## src/art16_pkg.sv

```systemverilog
`default_nettype none
package art16_pkg;
	// Register indices; the byte address is four times the index
	localparam logic [11:0] IDX_CTRL = 12'h0c4;
	localparam logic [11:0] IDX_RELOAD_LO = 12'h0c5;
	localparam logic [11:0] IDX_RELOAD_HI = 12'h0c6;
	localparam logic [11:0] IDX_COUNT_LO = 12'h0c7;
	localparam logic [11:0] IDX_COUNT_HI = 12'h0c8;
	localparam logic [11:0] IDX_IRQ_EN = 12'h0c9;
	localparam logic [11:0] IDX_STATUS = 12'h0ca;
	localparam logic [11:0] IDX_MASK = 12'h0cb;
	localparam int unsigned ADDR_W = 12;
	localparam int unsigned DATA_W = 32;
	localparam int unsigned BYTE_W = 8;
	localparam int unsigned CNT_W = 16;
	// Control register fields
	localparam int unsigned PS_W = 3;
	localparam int unsigned PS_LSB = 0;
	localparam int unsigned RUN_BIT = 3;
	localparam int unsigned OVF_BIT = 4;
	localparam int unsigned UPPER_LSB = 5;
	localparam int unsigned UPPER_W = 3;
	// Prescaler divider width: 2**7 = divide by 128 at the top code
	localparam int unsigned DIV_W = 7;
	// Timer interrupt enable bit inside the extended enable register
	localparam int unsigned TIMER_IE_BIT = 1;
	// Status / mask layout
	localparam int unsigned STAT_W = 2;
	localparam int unsigned STAT_OVF = 0;
	localparam int unsigned STAT_BADWR = 1;
	// Reset values
	localparam logic [7:0] RST_BYTE = 8'h00;
	localparam logic [15:0] RST_COUNT = 16'h0000;
	localparam logic [31:0] RST_WORD = 32'h0000_0000;
	// Register selected by an APB address
	typedef enum logic [3:0] {
		SEL_NONE, SEL_CTRL, SEL_RELOAD_LO, SEL_RELOAD_HI, SEL_COUNT_LO,
		SEL_COUNT_HI, SEL_IRQ_EN, SEL_STATUS, SEL_MASK
	} art16_sel_e;
endpackage : art16_pkg
`default_nettype wire

```

## src/art16_counter.sv

```systemverilog
`timescale 1ns/1ps
`default_nettype none
module art16_counter #(
	parameter int unsigned CNT_W = art16_pkg::CNT_W
) (
	// Clock and reset
	input wire logic clk,
	input wire logic rst_n,
	// Count enable and reload value
	input wire logic tick,
	input wire logic [CNT_W-1:0] reload,
	// State
	output logic [CNT_W-1:0] count,
	output logic overflow
);
	// Rollover happens on a tick at all ones
	assign overflow = tick && (count == {CNT_W{1'b1}});

	// Up counter with automatic reload
	always_ff @(posedge clk or negedge rst_n) begin
		if (!rst_n) begin
			count <= '0;
		end else if (overflow) begin
			count <= reload;
		end else if (tick) begin
			count <= count + 1'b1;
		end
	end
endmodule : art16_counter
`default_nettype wire

```

## src/art16_prescaler.sv

```systemverilog
`timescale 1ns/1ps
`default_nettype none
module art16_prescaler #(
	parameter int unsigned PS_W = art16_pkg::PS_W,
	parameter int unsigned DIV_W = art16_pkg::DIV_W
) (
	// Clock and reset
	input wire logic clk,
	input wire logic rst_n,
	// Control
	input wire logic run,
	input wire logic [PS_W-1:0] sel,
	// Count enable for the counter
	output logic tick
);
	logic [DIV_W-1:0] div;
	logic [DIV_W-1:0] low_mask;

	// Free divider, held at zero while halted
	always_ff @(posedge clk or negedge rst_n) begin
		if (!rst_n) begin
			div <= '0;
		end else if (!run) begin
			div <= '0;
		end else begin
			div <= div + 1'b1;
		end
	end

	// Code n ticks once every 2**n clocks
	always_comb begin
		low_mask = DIV_W'((DIV_W+1)'(1) << sel) - 1'b1;
		tick = run && ((div | ~low_mask) == {DIV_W{1'b1}});
	end
endmodule : art16_prescaler
`default_nettype wire

```

## src/art16_timer.sv

```systemverilog
`timescale 1ns/1ps
`default_nettype none
module art16_timer (
	// Clock and reset
	input wire logic REF_CLK,
	input wire logic RST_N,
	// APB slave
	input wire logic PSEL,
	input wire logic PENABLE,
	input wire logic PWRITE,
	input wire logic [art16_pkg::ADDR_W-1:0] PADDR,
	input wire logic [art16_pkg::DATA_W-1:0] PWDATA,
	input wire logic [3:0] PSTRB,
	output logic [art16_pkg::DATA_W-1:0] PRDATA,
	output logic PREADY,
	output logic PSLVERR,
	// Processor interrupt handshake
	input wire logic SERVICE_ENTRY,
	output logic TIMER_IRQ,
	// Block interrupt
	output logic IRQ,
	// Baud clock source for the serial ports
	output logic BAUD_TICK
);
	// Control register state
	logic [art16_pkg::UPPER_W-1:0] ctrl_upper;
	logic overflow_flag;
	logic run_control;
	logic [art16_pkg::PS_W-1:0] prescale_select;
	// Reload bytes and interrupt enable register
	logic [art16_pkg::BYTE_W-1:0] reload_low;
	logic [art16_pkg::BYTE_W-1:0] reload_high;
	logic [art16_pkg::BYTE_W-1:0] ext_irq_enable_reg;
	// Sticky status and its mask
	logic [art16_pkg::STAT_W-1:0] status;
	logic [art16_pkg::STAT_W-1:0] mask;
	// Status bits returned by the read in flight
	logic [art16_pkg::STAT_W-1:0] read_snap;
	// Datapath
	logic tick;
	logic overflow;
	logic [art16_pkg::CNT_W-1:0] count;
	// Bus decode
	art16_pkg::art16_sel_e setup_sel;
	art16_pkg::art16_sel_e access_sel;
	logic setup;
	logic access_done;
	logic wr;
	logic wr_lane0;
	logic [art16_pkg::BYTE_W-1:0] wbyte;
	logic [art16_pkg::BYTE_W-1:0] ctrl_view;
	logic [art16_pkg::BYTE_W-1:0] read_byte;
	logic timer_irq_enable;
	logic bad_reload_write;
	logic [art16_pkg::STAT_W-1:0] status_set;
	// Per-register write strobes for the committing access
	logic wr_ctrl;
	logic wr_reload_lo;
	logic wr_reload_hi;
	logic wr_irq_en;
	logic wr_mask;

	// Maps a byte address onto a register; misaligned or unknown is none
	function automatic art16_pkg::art16_sel_e art16_decode(
		input logic [art16_pkg::ADDR_W-1:0] addr
	);
		logic [art16_pkg::ADDR_W-1:0] a;
		a = addr >> 2;
		if (addr[1:0] != 2'b00) begin
			art16_decode = art16_pkg::SEL_NONE;
		end else if (a == art16_pkg::IDX_CTRL) begin
			art16_decode = art16_pkg::SEL_CTRL;
		end else if (a == art16_pkg::IDX_RELOAD_LO) begin
			art16_decode = art16_pkg::SEL_RELOAD_LO;
		end else if (a == art16_pkg::IDX_RELOAD_HI) begin
			art16_decode = art16_pkg::SEL_RELOAD_HI;
		end else if (a == art16_pkg::IDX_COUNT_LO) begin
			art16_decode = art16_pkg::SEL_COUNT_LO;
		end else if (a == art16_pkg::IDX_COUNT_HI) begin
			art16_decode = art16_pkg::SEL_COUNT_HI;
		end else if (a == art16_pkg::IDX_IRQ_EN) begin
			art16_decode = art16_pkg::SEL_IRQ_EN;
		end else if (a == art16_pkg::IDX_STATUS) begin
			art16_decode = art16_pkg::SEL_STATUS;
		end else if (a == art16_pkg::IDX_MASK) begin
			art16_decode = art16_pkg::SEL_MASK;
		end else begin
			art16_decode = art16_pkg::SEL_NONE;
		end
	endfunction : art16_decode

	// Prescaler feeding the counter
	art16_prescaler #(
		.PS_W(art16_pkg::PS_W),
		.DIV_W(art16_pkg::DIV_W)
	) u_prescaler (
		.clk(REF_CLK),
		.rst_n(RST_N),
		.run(run_control),
		.sel(prescale_select),
		.tick(tick)
	);

	// Reload counter, low byte in bits 7:0 and high byte above
	art16_counter #(
		.CNT_W(art16_pkg::CNT_W)
	) u_counter (
		.clk(REF_CLK),
		.rst_n(RST_N),
		.tick(tick),
		.reload({reload_high, reload_low}),
		.count(count),
		.overflow(overflow)
	);

	// Bus phase and write qualifiers
	always_comb begin
		setup = PSEL && !PENABLE;
		access_done = PSEL && PENABLE && PREADY;
		wr = access_done && PWRITE;
		wr_lane0 = wr && PSTRB[0];
		wbyte = PWDATA[art16_pkg::BYTE_W-1:0];
		setup_sel = art16_decode(PADDR);
		access_sel = art16_decode(PADDR);
		timer_irq_enable = ext_irq_enable_reg[art16_pkg::TIMER_IE_BIT];
	end

	// Control register as software sees it
	always_comb begin
		ctrl_view = {ctrl_upper, overflow_flag, run_control,
			prescale_select};
	end

	// Read mux, evaluated in the setup cycle
	always_comb begin
		read_byte = art16_pkg::RST_BYTE;
		case (setup_sel)
			art16_pkg::SEL_CTRL: read_byte = ctrl_view;
			art16_pkg::SEL_RELOAD_LO: read_byte = reload_low;
			art16_pkg::SEL_RELOAD_HI: read_byte = reload_high;
			art16_pkg::SEL_COUNT_LO: read_byte = count[7:0];
			art16_pkg::SEL_COUNT_HI: read_byte = count[15:8];
			art16_pkg::SEL_IRQ_EN: read_byte = ext_irq_enable_reg;
			art16_pkg::SEL_STATUS: read_byte = {6'h00, status};
			art16_pkg::SEL_MASK: read_byte = {6'h00, mask};
			default: read_byte = art16_pkg::RST_BYTE;
		endcase
	end

	// Per-register write strobes, true only on the committing edge
	always_comb begin
		wr_ctrl = wr_lane0 && (access_sel == art16_pkg::SEL_CTRL);
		wr_reload_lo = wr_lane0 &&
			(access_sel == art16_pkg::SEL_RELOAD_LO);
		wr_reload_hi = wr_lane0 &&
			(access_sel == art16_pkg::SEL_RELOAD_HI);
		wr_irq_en = wr_lane0 && (access_sel == art16_pkg::SEL_IRQ_EN);
		wr_mask = wr_lane0 && (access_sel == art16_pkg::SEL_MASK);
	end

	// Ready answers every setup in the following cycle, no wait states
	always_ff @(posedge REF_CLK or negedge RST_N) begin
		if (!RST_N) begin
			PREADY <= 1'b0;
		end else if (setup) begin
			PREADY <= 1'b1;
		end else begin
			PREADY <= 1'b0;
		end
	end

	// Error answers an unmapped or misaligned address together with ready
	always_ff @(posedge REF_CLK or negedge RST_N) begin
		if (!RST_N) begin
			PSLVERR <= 1'b0;
		end else if (setup) begin
			PSLVERR <= (setup_sel == art16_pkg::SEL_NONE);
		end else begin
			PSLVERR <= 1'b0;
		end
	end

	// Read data is captured at setup and held until the next setup
	always_ff @(posedge REF_CLK or negedge RST_N) begin
		if (!RST_N) begin
			PRDATA <= art16_pkg::RST_WORD;
		end else if (setup) begin
			PRDATA <= PWRITE ? art16_pkg::RST_WORD
				: {24'h000000, read_byte};
		end
	end

	// Status bits handed to a status read, so later sets are not lost
	always_ff @(posedge REF_CLK or negedge RST_N) begin
		if (!RST_N) begin
			read_snap <= '0;
		end else if (setup) begin
			read_snap <= (!PWRITE && setup_sel == art16_pkg::SEL_STATUS)
				? status : '0;
		end else begin
			read_snap <= '0;
		end
	end

	// Run control; halting also parks the prescaler divider
	always_ff @(posedge REF_CLK or negedge RST_N) begin
		if (!RST_N) begin
			run_control <= 1'b0;
		end else if (wr_ctrl) begin
			run_control <= wbyte[art16_pkg::RUN_BIT];
		end
	end

	// Prescale code for the divider
	always_ff @(posedge REF_CLK or negedge RST_N) begin
		if (!RST_N) begin
			prescale_select <= '0;
		end else if (wr_ctrl) begin
			prescale_select <= wbyte[art16_pkg::PS_LSB +: art16_pkg::PS_W];
		end
	end

	// Upper control bits, stored for software with no effect here
	always_ff @(posedge REF_CLK or negedge RST_N) begin
		if (!RST_N) begin
			ctrl_upper <= '0;
		end else if (wr_ctrl) begin
			ctrl_upper <= wbyte[art16_pkg::UPPER_LSB +: art16_pkg::UPPER_W];
		end
	end

	// Overflow flag: hardware set beats any clear in the same cycle
	always_ff @(posedge REF_CLK or negedge RST_N) begin
		if (!RST_N) begin
			overflow_flag <= 1'b0;
		end else if (overflow) begin
			overflow_flag <= 1'b1;
		end else if (wr_ctrl) begin
			overflow_flag <= wbyte[art16_pkg::OVF_BIT];
		end else if (SERVICE_ENTRY) begin
			overflow_flag <= 1'b0;
		end
	end

	// Reload low byte; a write while running is kept but flagged
	always_ff @(posedge REF_CLK or negedge RST_N) begin
		if (!RST_N) begin
			reload_low <= art16_pkg::RST_BYTE;
		end else if (wr_reload_lo) begin
			reload_low <= wbyte;
		end
	end

	// Reload high byte; a write while running is kept but flagged
	always_ff @(posedge REF_CLK or negedge RST_N) begin
		if (!RST_N) begin
			reload_high <= art16_pkg::RST_BYTE;
		end else if (wr_reload_hi) begin
			reload_high <= wbyte;
		end
	end

	// Reload write during counting, surfaced as a status event
	always_comb begin
		bad_reload_write = run_control &&
			(wr_reload_lo || wr_reload_hi);
		status_set = '0;
		status_set[art16_pkg::STAT_OVF] = overflow;
		status_set[art16_pkg::STAT_BADWR] = bad_reload_write;
	end

	// Extended interrupt enable register; bit 1 gates the timer request
	always_ff @(posedge REF_CLK or negedge RST_N) begin
		if (!RST_N) begin
			ext_irq_enable_reg <= art16_pkg::RST_BYTE;
		end else if (wr_irq_en) begin
			ext_irq_enable_reg <= wbyte;
		end
	end

	// Mask of the status bits that may raise the block interrupt
	always_ff @(posedge REF_CLK or negedge RST_N) begin
		if (!RST_N) begin
			mask <= '0;
		end else if (wr_mask) begin
			mask <= wbyte[art16_pkg::STAT_W-1:0];
		end
	end

	// Sticky status; a read clears only what it returned, new sets win
	always_ff @(posedge REF_CLK or negedge RST_N) begin
		if (!RST_N) begin
			status <= '0;
		end else if (access_done && !PWRITE) begin
			status <= (status & ~read_snap) | status_set;
		end else begin
			status <= status | status_set;
		end
	end

	// Timer interrupt request, one cycle behind the flag
	always_ff @(posedge REF_CLK or negedge RST_N) begin
		if (!RST_N) begin
			TIMER_IRQ <= 1'b0;
		end else begin
			TIMER_IRQ <= overflow_flag && timer_irq_enable;
		end
	end

	// Block interrupt, high while an unmasked status bit is set
	always_ff @(posedge REF_CLK or negedge RST_N) begin
		if (!RST_N) begin
			IRQ <= 1'b0;
		end else begin
			IRQ <= |(status & mask);
		end
	end

	// Baud clock pulse, one per counter rollover
	always_ff @(posedge REF_CLK or negedge RST_N) begin
		if (!RST_N) begin
			BAUD_TICK <= 1'b0;
		end else begin
			BAUD_TICK <= overflow;
		end
	end
endmodule : art16_timer
`default_nettype wire

```

## config.mk

```make
export PLATFORM = sky130hd
export DESIGN_NAME = art16_timer
export DESIGN_NICKNAME = d
export VERILOG_FILES = /design/src/art16_pkg.sv /design/src/art16_counter.sv /design/src/art16_prescaler.sv /design/src/art16_timer.sv
export SDC_FILE = /design/constraint.sdc
export NUM_CORES = 1
export LEC_CHECK = 0
export ABC_AREA = 0
export BUFFER_PORTS_ARGS = -buffer_cell sky130_fd_sc_hd__buf_2
export CORE_MARGIN = 3
export CORE_UTILIZATION = 54
export DETAILED_ROUTE_END_ITERATION = 7
export PLACE_DENSITY = 0.84
export SLEW_MARGIN = 20
export SYNTH_ARGS = -nofsm -noshare
export SYNTH_HDL_FRONTEND = slang
export SYNTH_HIERARCHICAL = 1
export SYNTH_SLANG_ARGS = --single-unit
```

## constraint.sdc

```tcl
create_clock -name REF_CLK -period 3.2 [get_ports REF_CLK]
set_input_delay 0.16 -clock REF_CLK [delete_from_list [all_inputs] [get_ports REF_CLK]]
set_output_delay 0.16 -clock REF_CLK [all_outputs]
set_load 0.01 [all_outputs]
```

==> reports/results.tsv <==
stage	metric	value	unit
final_layout	drive_above_1_share	0.2795	
detailed_routing	wirelength	8619	microns
detailed_routing	dr.pass1.iters	5	
timing	grt_setup_unrepaired	false	
placed_design	gp_congestion	0.8242	
timing	setup_ws	473.3	ps
yosys	synth_warnings	6	
clocking	numCtsBuffers	9	
final_layout	finalNonFillerCells	486	
yosys	synth_cells	344	
global_routing	grt_pass1_wl	14010	microns
job	drv_cap	0	
yosys	synthArstFlopShare	1.000	
placed_design	io_buffer_count	39	
timing	timing.final.crit_share	0.8521	
min_path	worstHoldPathCells	2	
yosys	avgSynthCellArea	11.33	sq um
die	coreArea	6907	sq um
die	dieWidth	90.96	microns
final_layout	final_nets	442	
min_path	hold_path_class	primary input to flop	
pwr	internal_power	1338	uW
min_path	min_to	overflow_flag	
clocking	cts_buffer_depth	2	
setup_path	critical_path_required	3460	ps
global_routing	overflow	0	
global_routing	grt_pass1_vias	2817	
yosys	yosys.area.top_type	dfrtp_1	
die	start_util	0.5643	
setup_path	cp_max_fo	17	
placed_design	hpwlAfterDp	6303	microns
pwr	p_seq_frac	0.541	
placed_design	dpl_cell_area	4085	sq um
yosys	ys.flop_type	dfrtp_1	
timing	min_period	2727	ps
final_layout	regMostFlops	u_counter/count	
timing	setup_viol	0	
yosys	seq_area_frac_synth	0.4751	
clocking	cts_max_level	3	
detailed_routing	num_vias	2901	
setup_path	crit_arrival	2980	ps
setup_path	reg2regPathDepth	8	
global_routing	grt_use_total	0.2160	
clocking	postCtsSetupBuffers	0	
clocking	path_clk_slew	70	ps
timing	holdWs	91.49	ps
pwr	p_switching	395.3	uW
clocking	cts_root_buffer	clkbuf_8	
timing	skew	9.325	ps
setup_path	crit_type	flop to flop	
clocking	tritoncts	yes	
min_path	min_from	PWDATA[4]	
clocking	cts.sinks	74	
pwr	p_leak	0.002036	uW
timing	fmaxAchievable	366.7	MHz
die	die_y	90.96	microns
setup_path	rrSetupSlack	470	ps
die	fp.dieArea	8273	sq um
setup_path	start_kind	flop	
setup_path	cp-end-kind	flop	
yosys	synth.cell_area	3897	sq um
yosys	synth_top_area_frac	0.4751	
placed_design	pre_cts_ws	549.3	ps
timing	hold_viol_final	0	
clocking	clock_latency	350	ps
pwr	p_sw_frac	0.2280	
final_layout	largest_reg_flops	16	
yosys	synth_edf_count	0	
timing	finalSetupTns	0	ps
setup_path	r2r-end	u_counter/count[3]	
global_routing	antenna_found_initial	0	
global_routing	grt_max_degree	34	
detailed_routing	drc	0	
setup_path	rr_startpoint	prescale_select[2]	
pwr	vdd.ir_drop.worst	0.3133	mV
clocking	hold_buffers	1	
yosys	netlist_top_cells_area	dfrtp_1 (48%), mux2_2 (12%), buf_4 (4.6%)	
detailed_routing	drt_iter0_markers	238	
clocking	post_cts_resized	0	
timing	drv_slew	0	
final_layout	area_growth	9.824	%
die	fp-row-count	30	
die	ioPinCount	91	
detailed_routing	ant_nets	0	
timing	worstMarginPinSlew	730.8	ps
run_status	status	completed	
detailed_routing	wire_per_inst	17.73	microns
pwr	p_per_area	405.0	nW/um^2
pwr	p_clk_frac	0.404	
pwr	pwr-share-comb	0.056	
final_layout	antenna_cells	0	
placed_design	dpl.cell_count	470	
final_layout	postLayoutCellArea	4280	sq um
timing	slew_headroom	0.5128	
yosys	synth_cell_types	61	
yosys	synth-seq-cells	74	
detailed_routing	viasPerCell	5.969	
## area by class of cell
cell class,instances,area [sq um]
Clock buffer,12,145.1
Clock inverter,3,40.04
Fill cell,562,2626
Inverter,8,30.03
Multi-Input combinational cell,250,1866
Sequential cell,74,1852
Tap cell,96,120.1
Timing Repair Buffer,43,227.7
## logic make-up after synthesis
logic type               Yosys count  share of synthesized area
AND/OR/NAND/NOR                  100                     0.1644
flip-flops                        74                     0.4751
other                              1                  0.0009622
multiplexers                      50                     0.1518
buffers and inverters             43                    0.06838
XOR/XNOR                           5                    0.01124
AO/OA/AOI/OAI                     69                     0.1217
adder cells (fa/ha/maj)            2                   0.006420
## per-layer routing
| metal | routed length (microns) | vias to the layer above | track usage |
|---|---|---|---|
| met2 | 4379 | 99 | 0.3501 |
| met1 | 3600 | 1456 | 0.2866 |
| li1 | - | 1332 | - |
| met3 | 495 | 14 | 0.05302 |
| met4 | 144 | 0 | 0.06910 |
| met5 | 0 | - | 0 |
## worst max-delay path: stages, from the launching register on
cell	delay, ps
dfrtp_1	460
o21ai_0	200
nand4_1	110
a21oi_1	270
nand4_2	280
or4_4	710
clkinv_1	310
a21oi_1	120
o22ai_1	180
## power by group through the flow
stage               clock network (uW)  registers, uW  logic (uW)
finish                             700            937        96.6
global route                       758            936         108
CTS                                707            937        97.5
detailed placement                   0            955        96.3
global placement                     0            955        94.0
floorplan                            0            956        64.6
## per-stage QoR
step	power [uW]	utilization
after detailed placement	1051	0.5915
after global routing	1803	0.6197
after CTS	1741	0.6197
after global placement	1049	0.5915
after floorplan	1020	-
final	1733	0.6197
## cell usage after synthesis (3+ instances only)
| library cell | n |
|---|---|
| dfrtp_1 | 74 |
| mux2_2 | 43 |
| buf_4 | 24 |
| nand2_1 | 16 |
| nand3_1 | 16 |
| o21ai_0 | 13 |
| nor2_1 | 11 |
| a22oi_1 | 10 |
| a31oi_1 | 9 |
| clkbuf_1 | 8 |
| nand4_1 | 8 |
| and2_1 | 7 |
| inv_1 | 7 |
| a21oi_1 | 6 |
| and4_1 | 5 |
| nand2b_1 | 5 |
| nor4_1 | 5 |
| o22ai_1 | 5 |
| mux2i_1 | 4 |
| nor2b_1 | 4 |
| o22a_1 | 4 |
| a21boi_0 | 3 |
| mux4_2 | 3 |
| nor3_1 | 3 |
| xnor2_1 | 3 |
## worst max-delay path by stage
| stage | startpoint | endpoint | slack, ps | cells past startpoint |
|---|---|---|---|---|
| global placement | prescale_select[1] | u_counter/count[3] | 590 | 9 |
| CTS | prescale_select[2] | u_counter/count[3] | 530 | 8 |
| global route | prescale_select[2] | u_counter/count[0] | 340 | 8 |
| floorplan | prescale_select[1] | u_counter/count[1] | 840 | 9 |
| detailed placement | prescale_select[2] | u_counter/count[3] | 550 | 8 |
| finish | prescale_select[2] | u_counter/count[3] | 470 | 8 |
## cell usage in the layout, fill, tap and decap left out, types with 6 or more instances in the layout
master	synthesis	layout
clkbuf_8	0	10
buf_2	0	39
inv_1	7	7
a31oi_1	9	9
mux2_2	43	43
and2_1	7	7
a22oi_1	10	10
nand3_1	16	16
conb_1	1	24
nand2_1	16	16
a21oi_1	6	6
nand4_1	8	8
dfrtp_1	74	74
nor2_1	11	11
o21ai_0	13	13
Note: power is estimated with default switching activity, not from simulation.
